$ cat src/sps_pkg.sv
// Constants and types shared by the self-programming flash sequencer
//
// Overview of operation
// Page write starts on pattern X0000101 then program-store within four cycles.
// Page write ignores the data pair and uses only the page index field.
// Writing a no-read-while-write page halts the CPU until it finishes.
// Interrupt is asserted as a level while enabled and the enable bit clear.
// Erase or write blocks area reads; area busy flag stays set meanwhile.
// Software clears the busy flag via re-enable before using the area.
// Lock programming: data low byte, pattern X0001001, store within four cycles.
// Each zero among data bits 5..0 programs its lock bit; pointer ignored.
// Software should use pointer 0x0001 and data bits 7 and 6 set.
// Lock programming never blocks flash reads.
// EEPROM write in progress refuses programming and fuse or lock reads.
// Software should check the EEPROM write bit before writing control.
// Lock read: pointer 0x0001, lock access and enable, load within three.
// Lock access and enable clear on read, or missed load or store window.
// Lock read returns the six lock bits in bits 5..0, top two unused.
// Fuse read: pointer 0x0000 low, 0x0003 high, 0x0002 extended byte.
// Programmed fuse or lock bits read zero, unprogrammed ones read one.
// Signature read: signature and enable bits, load within three cycles.
// Signature addresses 0, 2, 4 give identity bytes, 1 gives calibration.
// A reset during a flash write lets the write complete.
// Erase, write and lock programming each last 3.7 ms to 4.5 ms.
// Page erase: pattern X0000011, store within four cycles, data ignored.
// Buffer load: pattern 00000001, word index and data, store within four.
// Page buffer is erased after page write, re-enable, or system reset; a system reset during erase or lock programming leaves it as is.
// Enable bit stays set until the operation ends; clearing means completion.
package sps_pkg;

    // Control register bit positions
    localparam int CTL_EN    = 0;
    localparam int CTL_ERASE = 1;
    localparam int CTL_WRITE = 2;
    localparam int CTL_LOCK  = 3;
    localparam int CTL_REEN  = 4;
    localparam int CTL_SIG   = 5;
    localparam int CTL_BUSY  = 6;
    localparam int CTL_IE    = 7;

    // Command patterns on control bits 5..0
    localparam logic [5:0] PAT_FILL  = 6'h01;
    localparam logic [5:0] PAT_ERASE = 6'h03;
    localparam logic [5:0] PAT_WRITE = 6'h05;
    localparam logic [5:0] PAT_LOCK  = 6'h09;
    localparam logic [5:0] PAT_REEN  = 6'h11;
    localparam logic [5:0] PAT_SIG   = 6'h21;

    // Instruction windows, counted from the cycle after the control write
    localparam logic [2:0] STORE_WIN = 3'h4;
    localparam logic [2:0] LOAD_WIN  = 3'h3;

    // Pointer fields
    localparam int PAGE_LSB = 7;
    localparam int PAGE_W   = 7;
    localparam int WORD_LSB = 1;
    localparam int WORD_W   = 6;
    localparam int BUF_WORDS = 64;
    localparam logic [6:0] NO_READ_WHILE_WRITE_AREA_FIRST_PAGE = 7'h70;

    // Fuse, lock and signature pointer values
    localparam logic [15:0] ADDR_FUSE_LO  = 16'h0000;
    localparam logic [15:0] ADDR_LOCK     = 16'h0001;
    localparam logic [15:0] ADDR_FUSE_EXT = 16'h0002;
    localparam logic [15:0] ADDR_FUSE_HI  = 16'h0003;
    localparam logic [15:0] ADDR_SIG0     = 16'h0000;
    localparam logic [15:0] ADDR_CALIB    = 16'h0001;
    localparam logic [15:0] ADDR_SIG1     = 16'h0002;
    localparam logic [15:0] ADDR_SIG2     = 16'h0004;
    localparam logic [7:0]  RESERVED_RD   = 8'hFF;

    // Reset and erased values
    localparam logic [7:0]  LOCK_RESET = 8'hFF;
    localparam logic [7:0]  LOCK_MASK  = 8'h3F;
    localparam logic [15:0] BUF_ERASED = 16'hFFFF;

    // Programming time from the 20 MHz core clock
    localparam int CLK_PERIOD_NS = 50;
    localparam int PROG_MIN_NS   = 3700000;
    localparam int PROG_MAX_NS   = 4500000;
    localparam int PROG_MIN_CYC  =
        (PROG_MIN_NS + CLK_PERIOD_NS - 1) / CLK_PERIOD_NS;
    localparam int PROG_MAX_CYC  = PROG_MAX_NS / CLK_PERIOD_NS;
    localparam int TMR_W         = 17;

    typedef enum logic [1:0] {
        SPS_IDLE,
        SPS_ARMED,
        SPS_BUSY
    } sps_state_t;

    typedef enum logic [2:0] {
        SPS_CMD_NONE,
        SPS_CMD_FILL,
        SPS_CMD_ERASE,
        SPS_CMD_WRITE,
        SPS_CMD_LOCK,
        SPS_CMD_REEN,
        SPS_CMD_SIG
    } sps_cmd_t;

    // Instruction request from the core
    typedef struct packed {
        logic        store;
        logic        load;
        logic [15:0] addr;
        logic [15:0] data;
    } sps_cpu_req_t;

    // Command to the flash array
    typedef struct packed {
        logic        erase;
        logic        write;
        logic [6:0]  page;
    } sps_flash_t;

endpackage : sps_pkg

$ cat src/sps_sequencer.sv
// Self-programming flash sequencer: timed commands, page buffer, lock bits
`timescale 1ns/10ps
module sps_sequencer #(
    parameter int         PROG_CYCLES = sps_pkg::PROG_MIN_CYC,
    parameter logic [7:0] SIG_BYTE0   = 8'h5A, // Arbitrary identity value
    parameter logic [7:0] SIG_BYTE1   = 8'h3C, // Arbitrary identity value
    parameter logic [7:0] SIG_BYTE2   = 8'hA5  // Arbitrary identity value
) (
    input  wire logic                 core_clk_in,
    input  wire logic                 reset_n_in,
    input  wire logic                 sys_reset_in,
    input  wire logic                 ctrl_wr_in,
    input  wire logic [7:0]           ctrl_wdata_in,
    output logic      [7:0]           ctrl_rdata_out,
    input  wire sps_pkg::sps_cpu_req_t cpu_req_in,
    output logic                      load_valid_out,
    output logic      [7:0]           load_data_out,
    input  wire logic                 eeprom_write_active_in,
    input  wire logic [7:0]           fuse_low_byte_in,
    input  wire logic [7:0]           fuse_high_byte_in,
    input  wire logic [7:0]           fuse_extended_byte_in,
    input  wire logic [7:0]           calib_byte_in,
    output sps_pkg::sps_flash_t       flash_cmd_out,
    input  wire logic [5:0]           buf_rd_idx_in,
    output logic      [15:0]          buf_rd_data_out,
    output logic      [7:0]           lock_bits_out,
    output logic                      halt_cpu_out,
    output logic                      rww_read_block_out,
    output logic                      spm_irq_out
);

    typedef struct packed {
        sps_pkg::sps_state_t     state;
        logic [5:0]              ctl;       // Command bits of control reg
        logic                    int_en;
        logic                    area_busy;
        logic [2:0]              win;
        logic [7:0]              lock_data;
        logic [7:0]              locks;
        logic                    ld_valid;
        logic [7:0]              ld_data;
        sps_pkg::sps_flash_t     flash;
        logic [15:0]             rd_data;
        logic [sps_pkg::BUF_WORDS-1:0][15:0] pbuf;
    } sps_seq_state_t;

    sps_seq_state_t   st_reg;
    sps_seq_state_t   st_next;
    sps_pkg::sps_cmd_t cmd_kind;
    logic             tmr_start;
    logic             tmr_done;
    logic             eep_idle;
    logic             store_ok;
    logic             load_ok;
    logic             win_end;
    logic [5:0]       word_idx;

    // Command decode from control bits 5..0
    function automatic sps_pkg::sps_cmd_t sps_decode(input logic [5:0] c);
        sps_pkg::sps_cmd_t k;
        unique case (c)
            sps_pkg::PAT_FILL:  k = sps_pkg::SPS_CMD_FILL;
            sps_pkg::PAT_ERASE: k = sps_pkg::SPS_CMD_ERASE;
            sps_pkg::PAT_WRITE: k = sps_pkg::SPS_CMD_WRITE;
            sps_pkg::PAT_LOCK:  k = sps_pkg::SPS_CMD_LOCK;
            sps_pkg::PAT_REEN:  k = sps_pkg::SPS_CMD_REEN;
            sps_pkg::PAT_SIG:   k = sps_pkg::SPS_CMD_SIG;
            default:            k = sps_pkg::SPS_CMD_NONE;
        endcase
        return k;
    endfunction : sps_decode

    // Page lies in the area that cannot be read while written
    function automatic logic sps_is_no_read_while_write_area(input logic [6:0] page);
        return page >= sps_pkg::NO_READ_WHILE_WRITE_AREA_FIRST_PAGE;
    endfunction : sps_is_no_read_while_write_area

    // Value returned by a special program-load
    function automatic logic [7:0] sps_read_value(
        input sps_pkg::sps_cmd_t k,
        input logic [15:0]       a,
        input logic [7:0]        locks
    );
        logic [7:0] v;
        v = sps_pkg::RESERVED_RD;
        if (k == sps_pkg::SPS_CMD_LOCK) begin
            // fuse byte select
            unique case (a)
                sps_pkg::ADDR_FUSE_LO:  v = fuse_low_byte_in;
                // lock bit layout
                sps_pkg::ADDR_LOCK:     v = locks;
                sps_pkg::ADDR_FUSE_EXT: v = fuse_extended_byte_in;
                sps_pkg::ADDR_FUSE_HI:  v = fuse_high_byte_in;
                default:                v = sps_pkg::RESERVED_RD;
            endcase
        end else begin
            // signature row select
            unique case (a)
                sps_pkg::ADDR_SIG0:  v = SIG_BYTE0;
                sps_pkg::ADDR_CALIB: v = calib_byte_in;
                sps_pkg::ADDR_SIG1:  v = SIG_BYTE1;
                sps_pkg::ADDR_SIG2:  v = SIG_BYTE2;
                default:             v = sps_pkg::RESERVED_RD;
            endcase
        end
        return v;
    endfunction : sps_read_value

    // operation timing
    sps_prog_timer #(
        .CYCLES      (PROG_CYCLES)
    ) u_prog_timer (
        .core_clk_in (core_clk_in),
        .reset_n_in  (reset_n_in),
        .start_in    (tmr_start),
        .done_out    (tmr_done)
    );

    // Window checks for the armed command
    assign cmd_kind = sps_decode(st_reg.ctl);
    assign word_idx = cpu_req_in.addr[sps_pkg::WORD_LSB +: sps_pkg::WORD_W];
    // EEPROM write refusal
    assign eep_idle = !eeprom_write_active_in;
    // store window
    assign store_ok = (st_reg.state == sps_pkg::SPS_ARMED) &&
                      cpu_req_in.store && eep_idle &&
                      (st_reg.win < sps_pkg::STORE_WIN) &&
                      (cmd_kind != sps_pkg::SPS_CMD_SIG);
    // load window
    assign load_ok  = (st_reg.state == sps_pkg::SPS_ARMED) &&
                      cpu_req_in.load && eep_idle &&
                      (st_reg.win < sps_pkg::LOAD_WIN) &&
                      ((cmd_kind == sps_pkg::SPS_CMD_LOCK) ||
                       (cmd_kind == sps_pkg::SPS_CMD_SIG));
    // window expiry
    // shorter signature window
    assign win_end  = (cmd_kind == sps_pkg::SPS_CMD_SIG) ?
                      (st_reg.win == sps_pkg::LOAD_WIN - 3'h1) :
                      (st_reg.win == sps_pkg::STORE_WIN - 3'h1);

    // Next-state logic of the sequencer
    always_comb begin
        st_next          = st_reg;
        st_next.ld_valid = 1'b0;
        st_next.rd_data  = st_reg.pbuf[buf_rd_idx_in];
        tmr_start        = 1'b0;
        if (ctrl_wr_in) begin
            st_next.int_en = ctrl_wdata_in[sps_pkg::CTL_IE];
        end
        unique case (st_reg.state)
            sps_pkg::SPS_IDLE: begin
                // refused while EEPROM busy
                if (ctrl_wr_in && eep_idle &&
                    ctrl_wdata_in[sps_pkg::CTL_EN] &&
                    sps_decode(ctrl_wdata_in[5:0]) !=
                    sps_pkg::SPS_CMD_NONE) begin
                    st_next.ctl   = ctrl_wdata_in[5:0];
                    st_next.state = sps_pkg::SPS_ARMED;
                    st_next.win   = '0;
                end
            end
            sps_pkg::SPS_ARMED: begin
                st_next.win = st_reg.win + 3'h1;
                if (load_ok) begin
                    // raw programmed-zero values
                    st_next.ld_data  = sps_read_value(cmd_kind,
                        cpu_req_in.addr, st_reg.locks);
                    st_next.ld_valid = 1'b1;
                    // clear on read
                    st_next.ctl      = '0;
                    st_next.state    = sps_pkg::SPS_IDLE;
                end else if (store_ok) begin
                    st_next.ctl   = '0;
                    st_next.state = sps_pkg::SPS_IDLE;
                    unique case (cmd_kind)
                        sps_pkg::SPS_CMD_FILL: begin
                            // buffer word load
                            st_next.pbuf[word_idx] = cpu_req_in.data;
                        end
                        sps_pkg::SPS_CMD_ERASE,
                        sps_pkg::SPS_CMD_WRITE: begin
                            // page index only
                            st_next.flash.page = cpu_req_in.addr[
                                sps_pkg::PAGE_LSB +: sps_pkg::PAGE_W];
                            // page erase start
                            st_next.flash.erase =
                                (cmd_kind == sps_pkg::SPS_CMD_ERASE);
                            st_next.flash.write =
                                (cmd_kind == sps_pkg::SPS_CMD_WRITE);
                            // area busy set
                            st_next.area_busy = 1'b1;
                            // enable held until done
                            st_next.ctl   = st_reg.ctl;
                            st_next.state = sps_pkg::SPS_BUSY;
                            tmr_start     = 1'b1;
                        end
                        sps_pkg::SPS_CMD_LOCK: begin
                            // lock data capture
                            st_next.lock_data = cpu_req_in.data[7:0];
                            st_next.ctl   = st_reg.ctl;
                            st_next.state = sps_pkg::SPS_BUSY;
                            tmr_start     = 1'b1;
                        end
                        sps_pkg::SPS_CMD_REEN: begin
                            // buffer erase on re-enable
                            st_next.area_busy = 1'b0;
                            st_next.pbuf = {sps_pkg::BUF_WORDS{
                                sps_pkg::BUF_ERASED}};
                        end
                        default: begin
                            st_next.ctl = '0;
                        end
                    endcase
                end else if (win_end) begin
                    // missed window clear
                    st_next.ctl   = '0;
                    st_next.state = sps_pkg::SPS_IDLE;
                end
            end
            sps_pkg::SPS_BUSY: begin
                if (tmr_done) begin
                    if (st_reg.flash.write) begin
                        // buffer erase after write
                        st_next.pbuf = {sps_pkg::BUF_WORDS{
                            sps_pkg::BUF_ERASED}};
                    end
                    if (cmd_kind == sps_pkg::SPS_CMD_LOCK) begin
                        // zero bits program locks
                        st_next.locks = st_reg.locks &
                            (st_reg.lock_data | ~sps_pkg::LOCK_MASK);
                    end
                    st_next.flash.erase = 1'b0;
                    st_next.flash.write = 1'b0;
                    // enable clear marks done
                    st_next.ctl   = '0;
                    st_next.state = sps_pkg::SPS_IDLE;
                end
            end
            default: begin
                st_next.state = sps_pkg::SPS_IDLE;
            end
        endcase
        // system reset spares a running write
        if (sys_reset_in && st_next.state != sps_pkg::SPS_BUSY) begin
            st_next.ctl   = '0;
            st_next.state = sps_pkg::SPS_IDLE;
            st_next.int_en = 1'b0;
            // buffer erase on system reset
            st_next.pbuf  = {sps_pkg::BUF_WORDS{sps_pkg::BUF_ERASED}};
        end
    end

    // State register; locks and buffer power up unprogrammed
    always_ff @(posedge core_clk_in or negedge reset_n_in) begin
        if (!reset_n_in) begin
            st_reg       <= '0;
            st_reg.locks <= sps_pkg::LOCK_RESET;
            st_reg.pbuf  <= {sps_pkg::BUF_WORDS{sps_pkg::BUF_ERASED}};
        end else begin
            st_reg <= st_next;
        end
    end

    // Control register readback
    assign ctrl_rdata_out  = {st_reg.int_en, st_reg.area_busy, st_reg.ctl};
    assign load_valid_out  = st_reg.ld_valid;
    assign load_data_out   = st_reg.ld_data;
    assign flash_cmd_out   = st_reg.flash;
    assign buf_rd_data_out = st_reg.rd_data;
    assign lock_bits_out   = st_reg.locks;

    // halt for no-read-while-write target
    assign halt_cpu_out = (st_reg.state == sps_pkg::SPS_BUSY) &&
                          (st_reg.flash.erase || st_reg.flash.write) &&
                          sps_is_no_read_while_write_area(st_reg.flash.page);

    // read block, lock writes excluded
    // lock programming keeps reads
    assign rww_read_block_out = st_reg.area_busy;

    // level interrupt while enable clear
    assign spm_irq_out = st_reg.int_en && !st_reg.ctl[sps_pkg::CTL_EN];

endmodule : sps_sequencer

$ cat src/sps_prog_timer.sv
// Programming duration timer for flash write operations
`timescale 1ns/10ps
module sps_prog_timer #(
    parameter int CYCLES = sps_pkg::PROG_MIN_CYC
) (
    input  wire logic core_clk_in,
    input  wire logic reset_n_in,
    input  wire logic start_in,
    output logic      done_out
);

    typedef struct packed {
        logic [sps_pkg::TMR_W-1:0] cnt;
        logic                      run;
        logic                      done;
    } sps_tmr_state_t;

    localparam logic [sps_pkg::TMR_W-1:0] LAST =
        sps_pkg::TMR_W'(CYCLES - 1);

    sps_tmr_state_t tmr_reg;
    sps_tmr_state_t tmr_next;

    // Count down one operation, pulse at its end
    always_comb begin
        tmr_next      = tmr_reg;
        tmr_next.done = 1'b0;
        if (start_in) begin
            tmr_next.cnt = LAST;
            tmr_next.run = 1'b1;
        end else if (tmr_reg.run) begin
            if (tmr_reg.cnt == '0) begin
                tmr_next.run  = 1'b0;
                tmr_next.done = 1'b1;
            end else begin
                tmr_next.cnt = tmr_reg.cnt - 1'b1;
            end
        end
    end

    always_ff @(posedge core_clk_in or negedge reset_n_in) begin
        if (!reset_n_in) begin
            tmr_reg <= '0;
        end else begin
            tmr_reg <= tmr_next;
        end
    end

    assign done_out = tmr_reg.done;

endmodule : sps_prog_timer

$ cat config.mk
export PLATFORM = sky130hd
export DESIGN_NAME = sps_sequencer
export DESIGN_NICKNAME = d
export VERILOG_FILES = /design/src/sps_pkg.sv /design/src/sps_sequencer.sv /design/src/sps_prog_timer.sv
export SDC_FILE = /design/constraint.sdc
export NUM_CORES = 2
export LEC_CHECK = 0
export BUFFER_PORTS_ARGS = -buffer_cell sky130_fd_sc_hd__buf_2
export CAP_MARGIN = 25
export CORE_MARGIN = 3
export CORE_UTILIZATION = 49
export CTS_CLUSTER_SIZE = 40
export DETAILED_ROUTE_END_ITERATION = 6
export GPL_ROUTABILITY_DRIVEN = 0
export MAX_ROUTING_LAYER = met4
export PLACE_DENSITY_LB_ADDON = 0.12
export SKIP_LAST_GASP = 1
export SYNTH_ARGS = -nofsm -noshare
export SYNTH_HDL_FRONTEND = slang
export SYNTH_SLANG_ARGS = --single-unit
$ cat constraint.sdc
create_clock -name core_clk_in -period 7.3 [get_ports core_clk_in]
set_input_delay 0.365 -clock core_clk_in [delete_from_list [all_inputs] [get_ports core_clk_in]]
set_output_delay 0.365 -clock core_clk_in [all_outputs]
set_load 0.005 [all_outputs]
; After elaboration in Yosys (flattened, before gate mapping)
; Index checks and enable logic that the tools add are counted.
[classes]
addsub = 2
magnitude_cmp = 6
eq_ne = 42
muxes = 49
n_bitwise = 2
n_reduce_logical = 43
[ops]
columns = operator, count
row1 = 1024-bit two-way mux, 5
row2 = 1024-bit case mux with 2 select lines, 2
row3 = 1024-bit bitwise mux, 1
row4 = 16-bit binary-select mux with 6-bit select, 1
row5 = 16-bit demux with 6-bit select, 1
row6 = 8-bit case mux with 4 select lines, 2
row7 = 9-bit two-way mux, 6
row8 = 8-bit two-way mux, 6
row9 = 3-bit case mux with 6 select lines, 2
row10 = "16-bit by 2-bit == test with 1-bit output, second input constant", 2
row11 = 16-bit two-way mux, 2
row12 = 19-bit two-way mux, 1
row13 = 18-bit two-way mux, 1
row14 = 6-bit case mux with 3 select lines, 1
row15 = 17-bit logical NOT, 1
row16 = 17-bit two-way mux, 1
row17 = "17-bit by 1-bit subtractor with 17-bit output, second input constant", 1
row18 = "16-bit by 1-bit == test with 1-bit output, second input constant", 1
row19 = "16-bit by 3-bit == test with 1-bit output, second input constant", 1
row20 = 1-bit logical AND, 16
row21 = 16-bit logical NOT, 1
row22 = "6-bit by 7-bit < comparator with 1-bit output, second input constant", 2
row23 = "3-bit by 2-bit == test with 1-bit output, second input constant", 4
row24 = "6-bit by 1-bit == test with 1-bit output, second input constant", 2
row25 = 43 further kinds, 81
[totals]
ff_bits = 1104
inputBits = 85
out_inout_bits = 53

; Depth between registers and ports, before layout
[logic_depth]
ltp_word = 12
ltp_mapped = 12

; By module
; A second synthesis with hierarchy kept.
[unflattened]
cells_unflattened = 4476
hier_area_um2 = 53313.6
[by_module_without_submodules]
columns = mod, n_inst, cells_per_inst, area_each_um2, seq_area_each_um2
row1 = sps_sequencer, 1, 4379, 52312.7, 28389.7
row2 = sps_prog_timer, 1, 97, 1001.0, 475.5

; Worst setup path before layout
; OpenSTA, ideal clock, no wires.
[synth_timing]
path_kind = input-to-reg
startpoint = input buf_rd_idx_in[0]
endpoint = register st_reg, in the netlist buf_rd_data_out[10]
setup_time_ps = 124
arrival_time_ps = 2557
path_slack_ps = 4619
stages = 7
path_cell_list = clkbuf_1 > clkbuf_1 > buf_1 > mux4_2 > mux4_2 > a22oi_1 > nand2_1
[synth_rtl]
columns = item, line_no
row1 = "start, declared", sps_sequencer.sv:24  ; input wire logic [5:0] buf_rd_idx_in,
row2 = "end signal, assigned", sps_sequencer.sv:260  ; st_reg <= st_next;
row3 = "end, declared", sps_sequencer.sv:47  ; sps_seq_state_t st_reg;

; Final worst setup path
[layout_timing]
startpoint = register st_reg[1086] in the netlist's numbering
endpoint = register st_reg[317] in the netlist's numbering
[layout_between]
elab_chain_cells = 12
word_cells_on_any_way = 28
classes_between = 8 x eq/ne / 8 x mux / 12 x reduce/logical
[layout_lines]
columns = item, line_no
row1 = 2-bit by 1-bit == test with 1-bit output, "sps_sequencer.sv:125, sps_sequencer.sv:130, sps_sequencer.sv:150"
row2 = 1-bit logical AND, sps_sequencer.sv:125  ; assign store_ok = (st_reg.state == sps_pkg::SPS_ARMED) &&
row3 = 1-bit logical AND (2 in a row), sps_sequencer.sv:126  ; cpu_req_in.store && eep_idle &&
row4 = 1-bit logical AND, sps_sequencer.sv:127  ; (st_reg.win < sps_pkg::STORE_WIN) &&
row5 = 8-bit two-way mux, sps_sequencer.sv:172  ; end else if (store_ok) begin
row6 = 8-bit two-way mux, sps_sequencer.sv:164  ; if (load_ok) begin
row7 = 2-bit case mux with 3 select lines, sps_sequencer.sv:150  ; unique case (st_reg.state)
row8 = 2-bit inequality test, sps_sequencer.sv:244  ; if (sys_reset_in && st_next.state != sps_pkg::SPS_BUSY) begin
row9 = 1-bit logical AND, sps_sequencer.sv:244
row10 = 4-bit by 1-bit inequality test with 1-bit output (no line) (tied with other cells), --
row11 = 6-bit AND reduction (no line), --
; Several ways; a longest one is shown, not always the timed one. The select of a mux whose other input is x is not followed.
; A chain may end at the register's enable or synchronous reset.

==> insert_results.sql <==
INSERT INTO impl_metrics (metric_group, metric, value, unit) VALUES
('synthesis', 'post_synth_instance_area', '53600', 'um2'),
('synthesis', 'synth.avg_cell_area', '11.6', 'um2'),
('floorplanning', 'design.die.area', '113000', 'um2'),
('clock_network', 'clk_path_buf_depth', '3', ''),
('clock_network', 'cts-hold-fix-buffers', '36', ''),
('worst_setup_path', 'maximum_net_fanout_on_the_critical_path', '214', ''),
('clock_network', 'path_clk_slew', '60', 'ps'),
('clock_network', 'clk_root_buffer_cell', 'sky130_fd_sc_hd__clkbuf_16', ''),
('layout', 'flow.area_growth_from_synthesis', '9.82', '%'),
('timing', 'timing.final.max_slew_violations', '0', ''),
('worst_setup_path', 'cp-end-kind', 'flip-flop', ''),
('global_routing', 'number_of_antenna_violations_at_the_first_check_in_global_routing', '7', ''),
('worst_setup_path', 'worst_r2r_startpoint', 'st_reg[1086]', ''),
('timing', 'fin_crit_share', '59.5', '%'),
('worst_setup_path', 'critPathCapture', 'st_reg[317]', ''),
('synthesis', 'simple_gate_share_of_the_synthesized_area', '9.85', '%'),
('synthesis', 'ys.warnings.count', '0', ''),
('layout', 'drive_above_1_share', '40.6', '%'),
('clock_network', 'cts_tree', 'yes', ''),
('placement', 'dp_hpwl', '81.4', 'mm'),
('global_routing', 'grt_use_total', '26.6', '%'),
('pwr', 'internal-power', '9.79', 'mW'),
('synthesis', 'synth_top_family_by_area', 'compound AO/OA/AOI/OAI gates', ''),
('layout', 'post-route-cell-area', '58900', 'um2'),
('floorplanning', 'io_pins', '138', ''),
('placement', 'dpl_cell_area', '54600', 'um2'),
('worst_setup_path', 'cp.arrival', '4910', 'ps'),
('timing', 'setup_violators_final', '0', ''),
('synthesis', 'synth_compound_gate_area_share', '16.8', '%'),
('timing', 'hold_viol', '0', ''),
('placement', 'buffer_ports.inserted', '134', ''),
('synthesis', 'yosys.cell_types.count', '68', ''),
('synthesis', 'muxShareOfSynthArea', '13.7', '%'),
('timing', 'slew_headroom', '25.4', '%'),
('worst_hold_path', 'timing.hold.worst.class', 'primary input to flip-flop', ''),
('pwr', 'power.sequential.fraction', '48.0', '%'),
('pwr', 'power_switching', '3.04', 'mW'),
('timing', 'fin_skew', '22.6', 'ps'),
('synthesis', 'synth_fa_ha_area_share', '0.187', '%'),
('floorplanning', 'floorplan.initialDensity', '49.8', '%'),
('timing', 'grt_setup_unrepaired', 'no', ''),
('timing', 'tightest_slew', '1120', 'ps'),
('clock_network', 'cts.repair.resized', '0', ''),
('timing', 'timing.setup.tns', '0', 'ps'),
('detailed_routing', 'antenna_violating_nets_post_route', '0', ''),
('detailed_routing', 'route.final.wire_length', '145', 'mm'),
('layout', 'max_ffs_per_register', '1035', ''),
('detailed_routing', 'drt-initial-drc-count', '3423', ''),
('clock_network', 'cts_num_sinks', '1102', ''),
('timing', 'fmax', '230', 'MHz'),
('pwr', 'leakage', '25.8', 'nW'),
('clock_network', 'htree_levels', '3', ''),
('synthesis', 'synthXorXnorAreaFrac', '0.196', '%'),
('floorplanning', 'fp.coreArea', '108000', 'um2'),
('detailed_routing', 'num_vias', '36728', ''),
('floorplanning', 'placementRows', '120', ''),
('status', 'run_status', 'finished clean', ''),
('run', 'max-cap-violations', '0', ''),
('worst_setup_path', 'r2r_setup_slack', '2950', 'ps'),
('global_routing', 'grt_pass1_vias', '36834', ''),
('layout', 'nNetsFinal', '4538', ''),
('timing', 'finalCriticalPeriod', '4350', 'ps'),
('timing', 'timing.hold.ws', '129', 'ps'),
('worst_setup_path', 'r2r.worst_path.cells', '11', ''),
('worst_setup_path', 'startpoint_type', 'flip-flop', ''),
('global_routing', 'grt_start_max_net_pins', '215', ''),
('synthesis', 'ys_seq_elements', '1102', ''),
('detailed_routing', 'drcViolationCount', '0', ''),
('worst_setup_path', 'worstPathRequired', '7860', 'ps'),
('detailed_routing', 'detail_route.first_pass.iterations', '6', ''),
('worst_setup_path', 'regToRegEndpoint', 'st_reg[317]', '');
## cell type report
type | instances | area, um2
multi-input combinational | 2917 | 22000
tap | 1403 | 1760
clock inverter | 31 | 251
antenna | 7 | 17.5
timing repair buffer | 295 | 2330
fill | 9179 | 48900
sequential | 1102 | 28900
inverter | 10 | 37.5
clock buffer | 190 | 3610
## per-stage QoR
step | util (%) | worst slack [ps] | instances
6_report | 54.6 | 2950 | 5955
5_1_grt | 54.6 | 2640 | 5954
4_1_cts | 54.6 | 3080 | 5946
3_5_place_dp | 50.7 | 3100 | 5689
3_3_place_gp | 50.6 | 3110 | 5684
2_1_floorplan | - | 4620 | 4609
## cell families (layout without fill, tap and decap cells)
family / count (synthesis) / in the layout
AO/OA/AOI/OAI: 1224 / 1224
multiplexers: 335 / 335
XOR/XNOR: 12 / 12
buffers and inverters: 590 / 526
other: 1 / 9
flip-flops: 1102 / 1102
adder cells (fa/ha/maj): 8 / 8
AND/OR/NAND/NOR: 1336 / 1336
## worst min-delay path by stage
stage | depth (start not counted) | start | end | slack (ps)
2_1_floorplan | 0 | reset_n_in | buf_rd_data_out[0] | 70
3_3_place_gp | 1 | load_data_out[0] | load_data_out[0] | 460
3_5_place_dp | 1 | lock_bits_out[0] | lock_bits_out[0] | 470
4_1_cts | 4 | calib_byte_in[7] | load_data_out[7] | 70
5_1_grt | 4 | calib_byte_in[7] | load_data_out[7] | 130
6_report | 4 | calib_byte_in[7] | load_data_out[7] | 130
## worst max-delay path, cell delays in order (launching register included)
cell	delay, ps
sky130_fd_sc_hd__dfrtp_1	420
sky130_fd_sc_hd__inv_1	90
sky130_fd_sc_hd__ha_1	330
sky130_fd_sc_hd__nor3b_1	330
sky130_fd_sc_hd__nand4_1	380
sky130_fd_sc_hd__inv_1	560
sky130_fd_sc_hd__a211oi_2	120
sky130_fd_sc_hd__o221ai_1	220
sky130_fd_sc_hd__a21boi_4	360
sky130_fd_sc_hd__buf_12	300
sky130_fd_sc_hd__buf_12	550
sky130_fd_sc_hd__o211ai_1	210
## Yosys cell counts, drive strengths merged, types with 3 or more instances
cell	instances	area, um2
o2111ai	3	26.3
mux4	320	7210
o211ai	1030	7730
nor3b	9	67.6
a222oi	3	30.0
o21ai	18	93.8
ha	8	100
a211oi	3	27.5
and3b	7	61.3
and2	4	25.0
xor2	9	78.8
o2bb2ai	4	35.0
dfstp	1030	27100
a211o	5	43.8
mux2	13	146
nand2	1204	4520
o21a	7	52.6
inv	10	37.5
nor4	4	25.0
nor2b	6	37.5
buf	212	1490
nand3	7	35.0
or3	6	37.5
xnor2	3	26.3
nand2b	3	18.8
nor3	14	75.1
a22oi	42	315
clkbuf	368	1380
dfrtp	72	1800
nand4	3	18.8
a21boi	7	56.3
or4	3	22.5
a21o	3	22.5
nor2	40	150
or2	9	56.3
a31oi	7	43.8
a21oi	76	380
and3	7	43.8
## layout by cell type, fill, tap and decap left out, drive strengths merged, types with 4 or more instances in the layout
cell type and n:
o2bb2ai 4, dfstp 1030, nor4 4, mux2 13
or3 6, a211o 5, mux4 320, nor2 40
buf 259, o211ai 1030, dfrtp 72, o21a 7
a22oi 42, xor2 9, ha 8, a21oi 76
a21boi 7, nor3 14, o21ai 18, nand3 7
and2 4, clkinv 21, inv 15, dlygate4sd3 36
nand2 1204, nor2b 6, and3b 7, clkbuf 190
nor3b 9, a31oi 7, and3 7, diode 7
or2 9
## power groups by stage
stage	combinational [mW]	clock [mW]	sequential [mW]
after global placement	0.701	0	6.25
after detailed placement	0.698	0	6.25
final	0.702	5.96	6.16
after floorplan	0.403	0	6.24
after global routing	0.761	6.37	6.16
after CTS	0.711	6.10	6.16
## layer usage
| metal | track usage (%) | vias to the layer above | part of all wire [%] |
|---|---|---|---|
| li1 | - | 16718 | - |
| met1 | 37.6 | 18960 | 46 |
| met2 | 39.9 | 852 | 46 |
| met3 | 4.84 | 198 | 5.7 |
| met4 | 6.77 | 0 | 2.3 |
| met5 | - | - | 0 |
Note: power is estimated with default switching activity, not from simulation.
